[config.mk]
export PLATFORM = sky130hd
export DESIGN_NAME = bxh_flow
export DESIGN_NICKNAME = d
export VERILOG_FILES = /design/src/design/bxh_pkg.sv /design/src/design/bxh_decode.sv /design/src/design/bxh_field.sv /design/src/design/bxh_flow.sv
export SDC_FILE = /design/constraint.sdc
export NUM_CORES = 1
export LEC_CHECK = 0
export BUFFER_PORTS_ARGS = -buffer_cell sky130_fd_sc_hd__buf_2
export CORE_AREA = 2 2 84 86
export CTS_BUF_LIST = sky130_fd_sc_hd__clkbuf_8
export CTS_CLUSTER_DIAMETER = 50
export DETAILED_ROUTE_END_ITERATION = 10
export DIE_AREA = 0 0 86 88
export PLACE_DENSITY = 0.85
export RECOVER_POWER = 100
export SETUP_SLACK_MARGIN = 0.4
export SYNTH_ARGS = -nofsm -noshare
export SYNTH_HDL_FRONTEND = slang
export SYNTH_HIERARCHICAL = 1
export SYNTH_SLANG_ARGS = --single-unit
[constraint.sdc]
create_clock -name i_core_clk -period 2.8 [get_ports i_core_clk]
set_clock_uncertainty 0.15 [all_clocks]
set_input_delay 0.42 -clock i_core_clk [delete_from_list [all_inputs] [get_ports i_core_clk]]
set_output_delay 0.42 -clock i_core_clk [all_outputs]
set_load 0.005 [all_outputs]
[src/design/bxh_pkg.sv]
package bxh_pkg;

  // Program storage address and data widths
  localparam int ADDR_W = 13;
  localparam int DATA_W = 8;
  localparam int INSTR_W = 16;

  // Instruction field positions
  localparam int OP_MSB = 15;
  localparam int OP_LSB = 13;
  localparam int SEL_MSB = 12;
  localparam int SEL_LSB = 8;
  localparam int LEN_MSB = 7;
  localparam int LEN_LSB = 5;
  localparam int LIT8_MSB = 7;
  localparam int LIT5_MSB = 4;
  localparam int SEL_IO_BIT = 4;
  localparam int SEL_POS_MSB = 2;

  // Widths of the low-bit substitution
  localparam int REG_SPAN_W = 8;
  localparam int IO_SPAN_W = 5;

  // Reset values and counter step
  localparam logic [ADDR_W-1:0] PC_RST = 13'h0000;
  localparam logic [ADDR_W-1:0] AR_RST = 13'h0000;
  localparam logic [ADDR_W-1:0] PC_STEP = 13'h0001;

  // Pin synchroniser depth
  localparam int SYNC_DEPTH = 3;

  typedef enum logic [2:0] {
    OP_MOVE = 3'h0,
    OP_ADD = 3'h1,
    OP_AND = 3'h2,
    OP_XOR = 3'h3,
    OP_XEC = 3'h4,
    OP_NZT = 3'h5,
    OP_TRANSMIT_LITERAL = 3'h6,
    OP_JMP = 3'h7
  } bxh_op_t;

  typedef struct packed {
    logic is_xec;
    logic is_nzt;
    logic is_transmit_literal;
    logic is_jmp;
    logic sel_io;
    logic [4:0] sel;
    logic [2:0] len;
    logic [DATA_W-1:0] lit;
    logic [ADDR_W-1:0] target;
  } bxh_dec_t;

  typedef struct packed {
    logic valid;
    logic io;
    logic [4:0] dest;
    logic [2:0] len;
    logic [DATA_W-1:0] data;
  } bxh_wr_t;

  // Length code zero means a full byte
  function automatic logic [DATA_W-1:0] bxh_len_mask(input logic [2:0] len);
    logic [DATA_W:0] one_hot;
    one_hot = 9'h001 << len;
    bxh_len_mask = (len == 3'h0) ? 8'hff : 8'(one_hot - 9'h001);
  endfunction

endpackage

[src/design/bxh_decode.sv]
`timescale 1ns/1ps
module bxh_decode
  import bxh_pkg::*;
(
  // Instruction word
  input wire logic [INSTR_W-1:0] i_instr,
  // Decoded fields
  output bxh_pkg::bxh_dec_t o_dec
);
  import bxh_pkg::*;

  wire logic [2:0] op;
  wire logic sel_io;

  assign op = i_instr[OP_MSB:OP_LSB];
  assign sel_io = i_instr[SEL_LSB + SEL_IO_BIT];

  assign o_dec.is_xec = (op == OP_XEC);
  assign o_dec.is_nzt = (op == OP_NZT);
  assign o_dec.is_transmit_literal = (op == OP_TRANSMIT_LITERAL);
  assign o_dec.is_jmp = (op == OP_JMP);
  assign o_dec.sel_io = sel_io;
  assign o_dec.sel = i_instr[SEL_MSB:SEL_LSB];
  assign o_dec.len = i_instr[LEN_MSB:LEN_LSB];
  // Literal is 5 bits wide when an I/O field is named
  assign o_dec.lit = sel_io ? {3'h0, i_instr[LIT5_MSB:0]}
                            : i_instr[LIT8_MSB:0];
  assign o_dec.target = i_instr[ADDR_W-1:0];

endmodule // bxh_decode

[src/design/bxh_field.sv]
`timescale 1ns/1ps
module bxh_field
  import bxh_pkg::*;
(
  // Raw source byte and field selection
  input wire logic [DATA_W-1:0] i_raw,
  input wire logic i_io,
  input wire logic [2:0] i_pos,
  input wire logic [2:0] i_len,
  // Right-justified source value
  output logic [DATA_W-1:0] o_value,
  output logic o_nonzero
);
  import bxh_pkg::*;

  wire logic [DATA_W-1:0] shifted;

  assign shifted = i_raw >> i_pos;
  // I/O source only: leading zeros above the field length; a register byte passes whole
  assign o_value = i_io ? (shifted & bxh_len_mask(i_len)) : i_raw;
  assign o_nonzero = |o_value;

endmodule // bxh_field

[src/design/bxh_flow.sv]
`timescale 1ns/1ps
module bxh_flow
  import bxh_pkg::*;
(
  // Clock and reset
  input wire logic i_core_clk,
  input wire logic i_reset_n,
  // Halt pin, active low
  input wire logic i_halt_n,
  // Program storage
  input wire logic [INSTR_W-1:0] i_instr,
  output logic [ADDR_W-1:0] o_addr,
  // Source data for the current instruction
  input wire logic [DATA_W-1:0] i_src_raw,
  // Destination write
  output bxh_pkg::bxh_wr_t o_wr,
  // Status
  output logic o_mclk,
  output logic o_halted,
  output logic [ADDR_W-1:0] o_pc
);
  import bxh_pkg::*;

  typedef enum logic [2:0] {
    ST_PRIME = 3'b001,
    ST_RUN = 3'b010,
    ST_XEC = 3'b100
  } bxh_state_t;

  bxh_state_t state;
  bxh_state_t next_state;
  bxh_dec_t dec;
  logic [SYNC_DEPTH-1:0] halt_sync;
  logic halt_level;
  wire logic next_halt_level;
  logic [ADDR_W-1:0] pc;
  logic [ADDR_W-1:0] next_pc;
  logic [ADDR_W-1:0] next_ar;
  bxh_wr_t next_wr;
  wire logic [DATA_W-1:0] src_value;
  wire logic src_nonzero;
  wire logic exec;
  wire logic [DATA_W-1:0] xec_sum;
  wire logic [ADDR_W-1:0] xec_addr;
  wire logic [ADDR_W-1:0] nzt_pc;
  wire logic [ADDR_W-1:0] seq_pc;
  wire logic nzt_taken;

  bxh_decode u_decode (
    .i_instr(i_instr),
    .o_dec(dec)
  );

  bxh_field u_field (
    .i_raw(i_src_raw),
    .i_io(dec.sel_io),
    .i_pos(dec.sel[SEL_POS_MSB:0]),
    .i_len(dec.len),
    .o_value(src_value),
    .o_nonzero(src_nonzero)
  );

  // Halt pin crosses in from outside; stage one is read only by stage two
  always_ff @(posedge i_core_clk or negedge i_reset_n)
  begin
    if (!i_reset_n)
      halt_sync <= '0;
    else
      halt_sync <= {halt_sync[SYNC_DEPTH-2:0], ~i_halt_n};
  end

  // Level changes only once the last two stages agree
  assign next_halt_level = (halt_sync[1] == halt_sync[2]) ? halt_sync[2]
                                                          : halt_level;

  always_ff @(posedge i_core_clk or negedge i_reset_n)
  begin
    if (!i_reset_n)
      halt_level <= 1'b0;
    else
      halt_level <= next_halt_level;
  end

  // Whole cycles only: a cycle runs or is skipped, never split
  assign exec = (state != ST_PRIME) && !halt_level;

  assign xec_sum = 8'(dec.lit + src_value);
  assign xec_addr = dec.sel_io
    ? {o_addr[ADDR_W-1:IO_SPAN_W], xec_sum[IO_SPAN_W-1:0]}
    : {o_addr[ADDR_W-1:REG_SPAN_W], xec_sum};
  assign nzt_taken = dec.is_nzt && src_nonzero;
  assign nzt_pc = dec.sel_io
    ? {pc[ADDR_W-1:IO_SPAN_W], dec.lit[IO_SPAN_W-1:0]}
    : {pc[ADDR_W-1:REG_SPAN_W], dec.lit};
  assign seq_pc = 13'(pc + PC_STEP);

  // Flow: the program counter keeps the indirect's own address meanwhile
  always_comb
  begin
    next_state = state;
    next_pc = pc;
    next_ar = o_addr;
    case (state)
      ST_PRIME:
      begin
        next_state = ST_RUN;
      end
      ST_RUN, ST_XEC:
      begin
        if (exec)
        begin
          next_state = ST_RUN;
          if (dec.is_jmp)
          begin
            next_pc = dec.target;
            next_ar = dec.target;
          end
          else if (nzt_taken)
          begin
            next_pc = nzt_pc;
            next_ar = nzt_pc;
          end
          else if (dec.is_xec)
          begin
            next_ar = xec_addr;
            next_state = ST_XEC;
          end
          else
          begin
            next_pc = seq_pc;
            next_ar = seq_pc;
          end
        end
      end
      default:
      begin
        next_state = ST_PRIME;
      end
    endcase
  end

  // Destination write for transmit-literal
  always_comb
  begin
    next_wr = '0;
    next_wr.valid = exec && dec.is_transmit_literal;
    next_wr.io = dec.sel_io;
    next_wr.dest = dec.sel;
    next_wr.len = dec.len;
    // I/O literal is already 5 bits; the field length trims it further
    next_wr.data = dec.sel_io ? (dec.lit & bxh_len_mask(dec.len))
                              : dec.lit;
  end

  // Counter and address register reset to zero, state to ST_PRIME
  always_ff @(posedge i_core_clk or negedge i_reset_n)
  begin
    if (!i_reset_n)
    begin
      pc <= PC_RST;
      o_addr <= AR_RST;
      state <= ST_PRIME;
    end
    else
    begin
      pc <= next_pc;
      o_addr <= next_ar;
      state <= next_state;
    end
  end

  // Write strobe: every field reloads each cycle, valid is cleared unless executing a transmit-literal
  always_ff @(posedge i_core_clk or negedge i_reset_n)
  begin
    if (!i_reset_n)
      o_wr <= '0;
    else
      o_wr <= next_wr;
  end

  // Master clock is held low in reset and toggles otherwise, halted or not
  always_ff @(posedge i_core_clk or negedge i_reset_n)
  begin
    if (!i_reset_n)
      o_mclk <= 1'b0;
    else
      o_mclk <= ~o_mclk;
  end

  always_ff @(posedge i_core_clk or negedge i_reset_n)
  begin
    if (!i_reset_n)
    begin
      o_halted <= 1'b0;
      o_pc <= PC_RST;
    end
    else
    begin
      // Same value as the internal level, so the flag names the live cycle
      o_halted <= next_halt_level;
      o_pc <= next_pc;
    end
  end
endmodule // bxh_flow

# == Word-level counts from Yosys, hierarchy flattened ==
# Cells that the tools add are included.
# W data, S select, Z words.
# totals
regBits,52
out_inout_bits,46
in_bits,27
wordCells,61
# classes
shift,2
addsub,3
eq_ne,12
n_mux,17
bitwise_logic,4
reduce_logical,10
# ops
operator,n
$mux W13,6
$mux W8,6
$and A8 B8 Y8,2
$eq A3 B3 Y1 const B,5
$add A13 B1 Y13 const B,1
$mux W3,4
$add A8 B8 Y8,1
$reduce_or A8 Y1,1
$shl A1 B3 Y8 const A,1
$shr A8 B3 Y8,1
$sub A8 B1 Y8 const B,1
$pmux W3 S2,1
$reduce_and A3 Y1,2
$ne A4 B3 Y1 const B,1
$eq A3 B1 Y1 const B,1
$eq A3 B2 Y1 const B,1
$logic_and A1 B1 Y1,3
$logic_not A3 Y1,1
$ne A3 B1 Y1 const B,1
$ne A3 B2 Y1 const B,1
$ne A2 B2 Y1 const B,1
$not A1 Y1,2
$reduce_and A2 Y1,1
$reduce_or A2 Y1,1
other kinds (2),2

# == Logic depth before layout (Yosys ltp) ==
# logic_depth
depth_word,11
depth_mapped,14
mapped_depth_nobuf,12

# == By module ==
# Netlist, hierarchy kept.
# by_module_without_submodules
mod,seq_area_each_um2,cells_each,instances,area_per_inst_um2
bxh_flow,1302.5,334,1,3056.7
bxh_field,0.0,68,1,432.9
bxh_decode,0.0,34,1,259.0

# == Worst setup path after synthesis ==
# Ideal clock, no wire load.
# synth_timing
path_type,input-to-reg
from,in i_instr[9]
to,reg o_addr[7]
setup_slack_ns,-0.299
arrival_ns,2.820
path_stages,12
required_ns,2.520
setup_ns,0.130
n_path_buf,2
path_cell_list,buf_4 > buf_2 > or3b_2 > nand2_1 > o21ai_0 > o2bb2ai_1 > ha_1 > a21oi_1 > o221ai_1 > or4_1 > a211oi_1 > a211oi_1
# synth_between
elab_chain_len,8
word_cells_on_any_way,12
cone_classes,add/sub (1); eq/ne (1); shift (1); mux (5); bitwise (1); reduce/logical (3)
# synth_lines
element,line_no,rtl
from (decl),bxh_flow.sv:11,"input wire logic [INSTR_W-1:0] i_instr,"
$shr A8 B3 Y8 (*),bxh_field.sv:18,assign shifted = i_raw >> i_pos;
$and A8 B8 Y8 (*),bxh_field.sv:20,assign o_value = i_io ? (shifted & bxh_len_mask(i_len)) : i_raw;
$mux W8 (*),bxh_field.sv:20,
net src_value[3],bxh_flow.sv:40,wire logic [DATA_W-1:0] src_value;
$add A8 B8 Y8,bxh_flow.sv:87,assign xec_sum = 8'(dec.lit + src_value);
$mux W8,bxh_flow.sv:89,"? {o_addr[ADDR_W-1:IO_SPAN_W], xec_sum[IO_SPAN_W-1:0]}"
$mux W13,bxh_flow.sv:123,else if (dec.is_xec)
$mux W13,bxh_flow.sv:118,else if (nzt_taken)
$mux W13,bxh_flow.sv:113,if (dec.is_jmp)
to (signal assigned),bxh_flow.sv:167,o_addr <= next_ar;
to (decl),bxh_flow.sv:12,"output logic [ADDR_W-1:0] o_addr,"
# The timed path passes the listed nets; every way through them passes the cells marked *. The select of a mux whose other input is x is not followed.
# A chain may end at the register's enable or synchronous reset.

# == Worst setup path in the final report ==
# Ends and elaborated chain as after synthesis.

==> results.md <==
* Async SR Flop Fraction at 100%
* Area fraction of the dominant cell type after synthesis at around a third
* Warnings from Yosys at 6
* Initial Utilization at between 50% and 60%
* GRT Util Overall at 31.3%
* Final WS setup at -0.111 ns
* Worst path top cell family by delay: compound AO/OA/AOI/OAI gates
* Max_cap viols at 0
* Worst Path Buf+Inv at 3
* Final ANT Viol Nets at 0
* Fillers at about 440
* Clock-pin slew on the worst setup and hold paths at 0.11 ns
* Global routing's busiest layer: met2
* CTS tree: yes
* DRC errors left at 0
* Critical Path AT at 2.97 ns
* Critical Path RT at 2.86 ns
* Status: complete, but fails checks
* Setup crit end kind: register
* Final hold slack at between 0.09 and 0.1 ns
* Via Count at 4164
* Final Util at between 70 and 80%
* Cells after Synth at approximately 440
* Drt total wl at 13200 µm
* Max Fclk at 344 MHz
* Adder-Cell Fraction of Synth Area at 3.47%
* Met2 Usage GRT at 51.7%
* Crit path max-delay cell type: or4_1
* Sink Count at 52
* Initial antenna violation count at 0
* Estimated wirelength of the detail-placed design at 8170 µm
* WL/cell at 21.1 µm
* Largest net degree at the start of global routing at 43
* Via density at 6.65
* Met3 GRT Util at between 5 and 6%
* Violated checks: setup timing
* CTS Buffer Depth at 2
* Post-synth EDFFs at 0
* Die area at around 7600 µm²
* Endpoints failing setup at 11
* Actual slew at the worst max-slew pin at 0.970 ns
* CTS Buf Count at 5
* Design Area, Final at 5110 µm²
* Fraction of synthesized cell area in xor and xnor cells at 3.50%
* Leakage power at 2.27 nW
* Final #Nets at a little under 600
* Total gr overflow at 0
* Yosys cell types at 70
* Min Tclk post-route at 2.91 ns
* Placement Rows at 30
* Ratio of cells with drive above 1 in the final layout at 44.2%
* Period utilisation layout at 104%
* FF-to-FF End: o_addr[11]
* First-pass GRT wire length at roughly 19000 µm
* Critical path, cell by cell: buf_12, mux2i_4, mux2i_2, nand3_1, o211ai_1, ha_2, buf_4, buf_4, a21oi_2, o221ai_2, or4_1, a211oi_2, a211oi_2
* Leading area contributor after synthesis: dfrtp_1
* I/O pins at 73
* Largest cells by area after synthesis: dfrtp_1 (34%), buf_4 (5.8%), nand2_1 (4.2%)
* Die Wd at 86 µm
* GPL Wtd Cong at 0.963
* CTS root buf: clkbuf_8
* Post-synthesis mux area share at 3.50%
* Detailed-router iteration count before antenna repair at 7
* Final-report hold violation count at 0
* RSZ-0062 raised after global routing: true
* Mapped Area at ~3700 µm²
* Hold Crit Class: input pin to async pin
* Mean post-synth cell area at 8.60 µm²
* Slew headroom at 35.4%
* Area Overhead vs Synth at 36.3%
* Crit start category: input pin
* Post-Synth Simple-Gate Area at approximately a fifth
* WS Path Type: input pin to register
* Most used flip-flop cell after synthesis: dfrtp_1
* Tot Pwr at ~3.4 mW
* FF-to-FF path depth at 5
* Htree depth at 2
* Final Max Slew Viols at 0
* CP peak stage delay at between 0.5 and 0.6 ns
* Worst reg-to-reg setup slack at 0.25 ns
* Net count after synthesis at 472
* Port Buffers at slightly above 70
* Routing usage on met1 at between 30 and 40%
* Main combinational cell family by area after synthesis: compound AO/OA/AOI/OAI gates
* 1st-iter DRT viols at approximately 740
* Synth Register Bits at 52
* Commonest cells post-synth: dfrtp_1 (51), nand2_1 (42), buf_4 (29)
* IR Drop Worst-Case VDD at approximately 0.00032 V
* Post-synthesis compound-gate area fraction at 23.9%
* Reg2reg start: o_pc[2]
* Critical path peak fanout at 7
* Hold buffers post-CTS at 0
* Vias in the first global route at 3883
* Total core area at 6640 µm²
* Placement Cell Area at 4490 µm²
* Post-synthesis sequential area ratio at 34.7%
* Skew-Pair Late Insertion Delay at 0.32 ns
* DIE HEIGHT at between 80 and 90 µm
* PD cells at 668 nW/µm²
* Most numerous cell in the Yosys netlist: dfrtp_1
cell families (layout without fill, tap and decap cells):
group	Yosys count	count (layout)
other cells	0	1
simple gates	148	151
compound gates	129	129
fa+ha+maj	10	10
buf+inv	69	175
mux	13	13
flops	52	52
xor+xnor	15	15
worst max path at each step:
stage,startpoint,end,slack [ns],depth (start not counted)
2_1_floorplan,i_instr[9],o_addr[7],-0.16,12
3_5_place_dp,i_instr[8],o_addr[7],-0.54,11
5_1_grt,i_instr[8],o_addr[7],-0.14,14
3_3_place_gp,i_instr[8],o_addr[7],-0.49,11
4_1_cts,i_instr[8],o_addr[5],0.02,11
6_report,i_instr[9],o_addr[7],-0.11,13
through the flow:
step	std cells	TNS, ns	worst slack, ns
final	626	-0.511	-0.111
after global routing	625	-1.09	-0.136
after CTS	619	0	0.0208
after detailed placement	604	-9.84	-0.539
after global placement	604	-8.24	-0.490
after floorplan	436	-1.34	-0.164
cell usage in the layout, fill, tap and decap left out, types with 6 or more instances in the layout:
master    count
buf_2        69
buf_4        64
dfrtp_1      51
nand2_1      36
nor2_1       21
inv_1        17
o21ai_0      15
a21oi_1      15
nand3_1      11
nor2b_1      11
o21ai_1      10
a21oi_2       9
nor3_1        9
xnor2_1       8
buf_6         8
xor2_1        7
a211oi_2      6
mux2i_1       6
ha_1          6
routing by layer:
layer | up-vias | routed length (µm)
met4 | 0 | 832
met1 | 1951 | 5040
met2 | 342 | 6060
met3 | 86 | 1310
met5 | - | 0
li1 | 1785 | -
cell type report:
cell class | instances | area (µm²) | share of cell area, %
Sequential cell | 52 | 1300 | 25.5
Antenna cell | 1 | 2.50 | 0.0490
Clock inverter | 3 | 38.8 | 0.759
Clock buffer | 5 | 68.8 | 1.35
Multi-Input combinational cell | 318 | 2500 | 49.0
Timing Repair Buffer | 150 | 1030 | 20.2
Tap cell | 80 | 100 | 1.96
Inverter | 17 | 63.8 | 1.25
worst reg2reg max path: cells and delay by family, from the launching register on:
kind	cells	cell delay, ns
flip-flops	1	0.60
AO/OA/AOI/OAI	3	0.72
AND/OR/NAND/NOR	2	0.97
report_power, final:
group	leakage, nW	switching [mW]	internal, mW	total [mW]
sequential	0.626	0.284	0.959	1.24
clock	0.0593	0.275	0.263	0.537
combinational	1.59	0.869	0.762	1.63
repair_timing:
| item | 4_1_cts | 5_1_grt |
|---|---|---|
| setup endpoints to repair | 28 | 28 |
| cloned | 2 | 2 |
| setup buffers | 5 | 4 |
| pin swaps | 13 | 20 |
| endpoints found under the hold margin | 0 | 0 |
| gates resized for setup | 41 | 49 |
sequential cells by signal (all words and copies together), names as in the netlist:
name	cells
o_mclk	1
o_addr	13
o_wr	18
state	3
o_halted	1
halt_sync	3
o_pc	13
(Power assumes the default switching activity.)
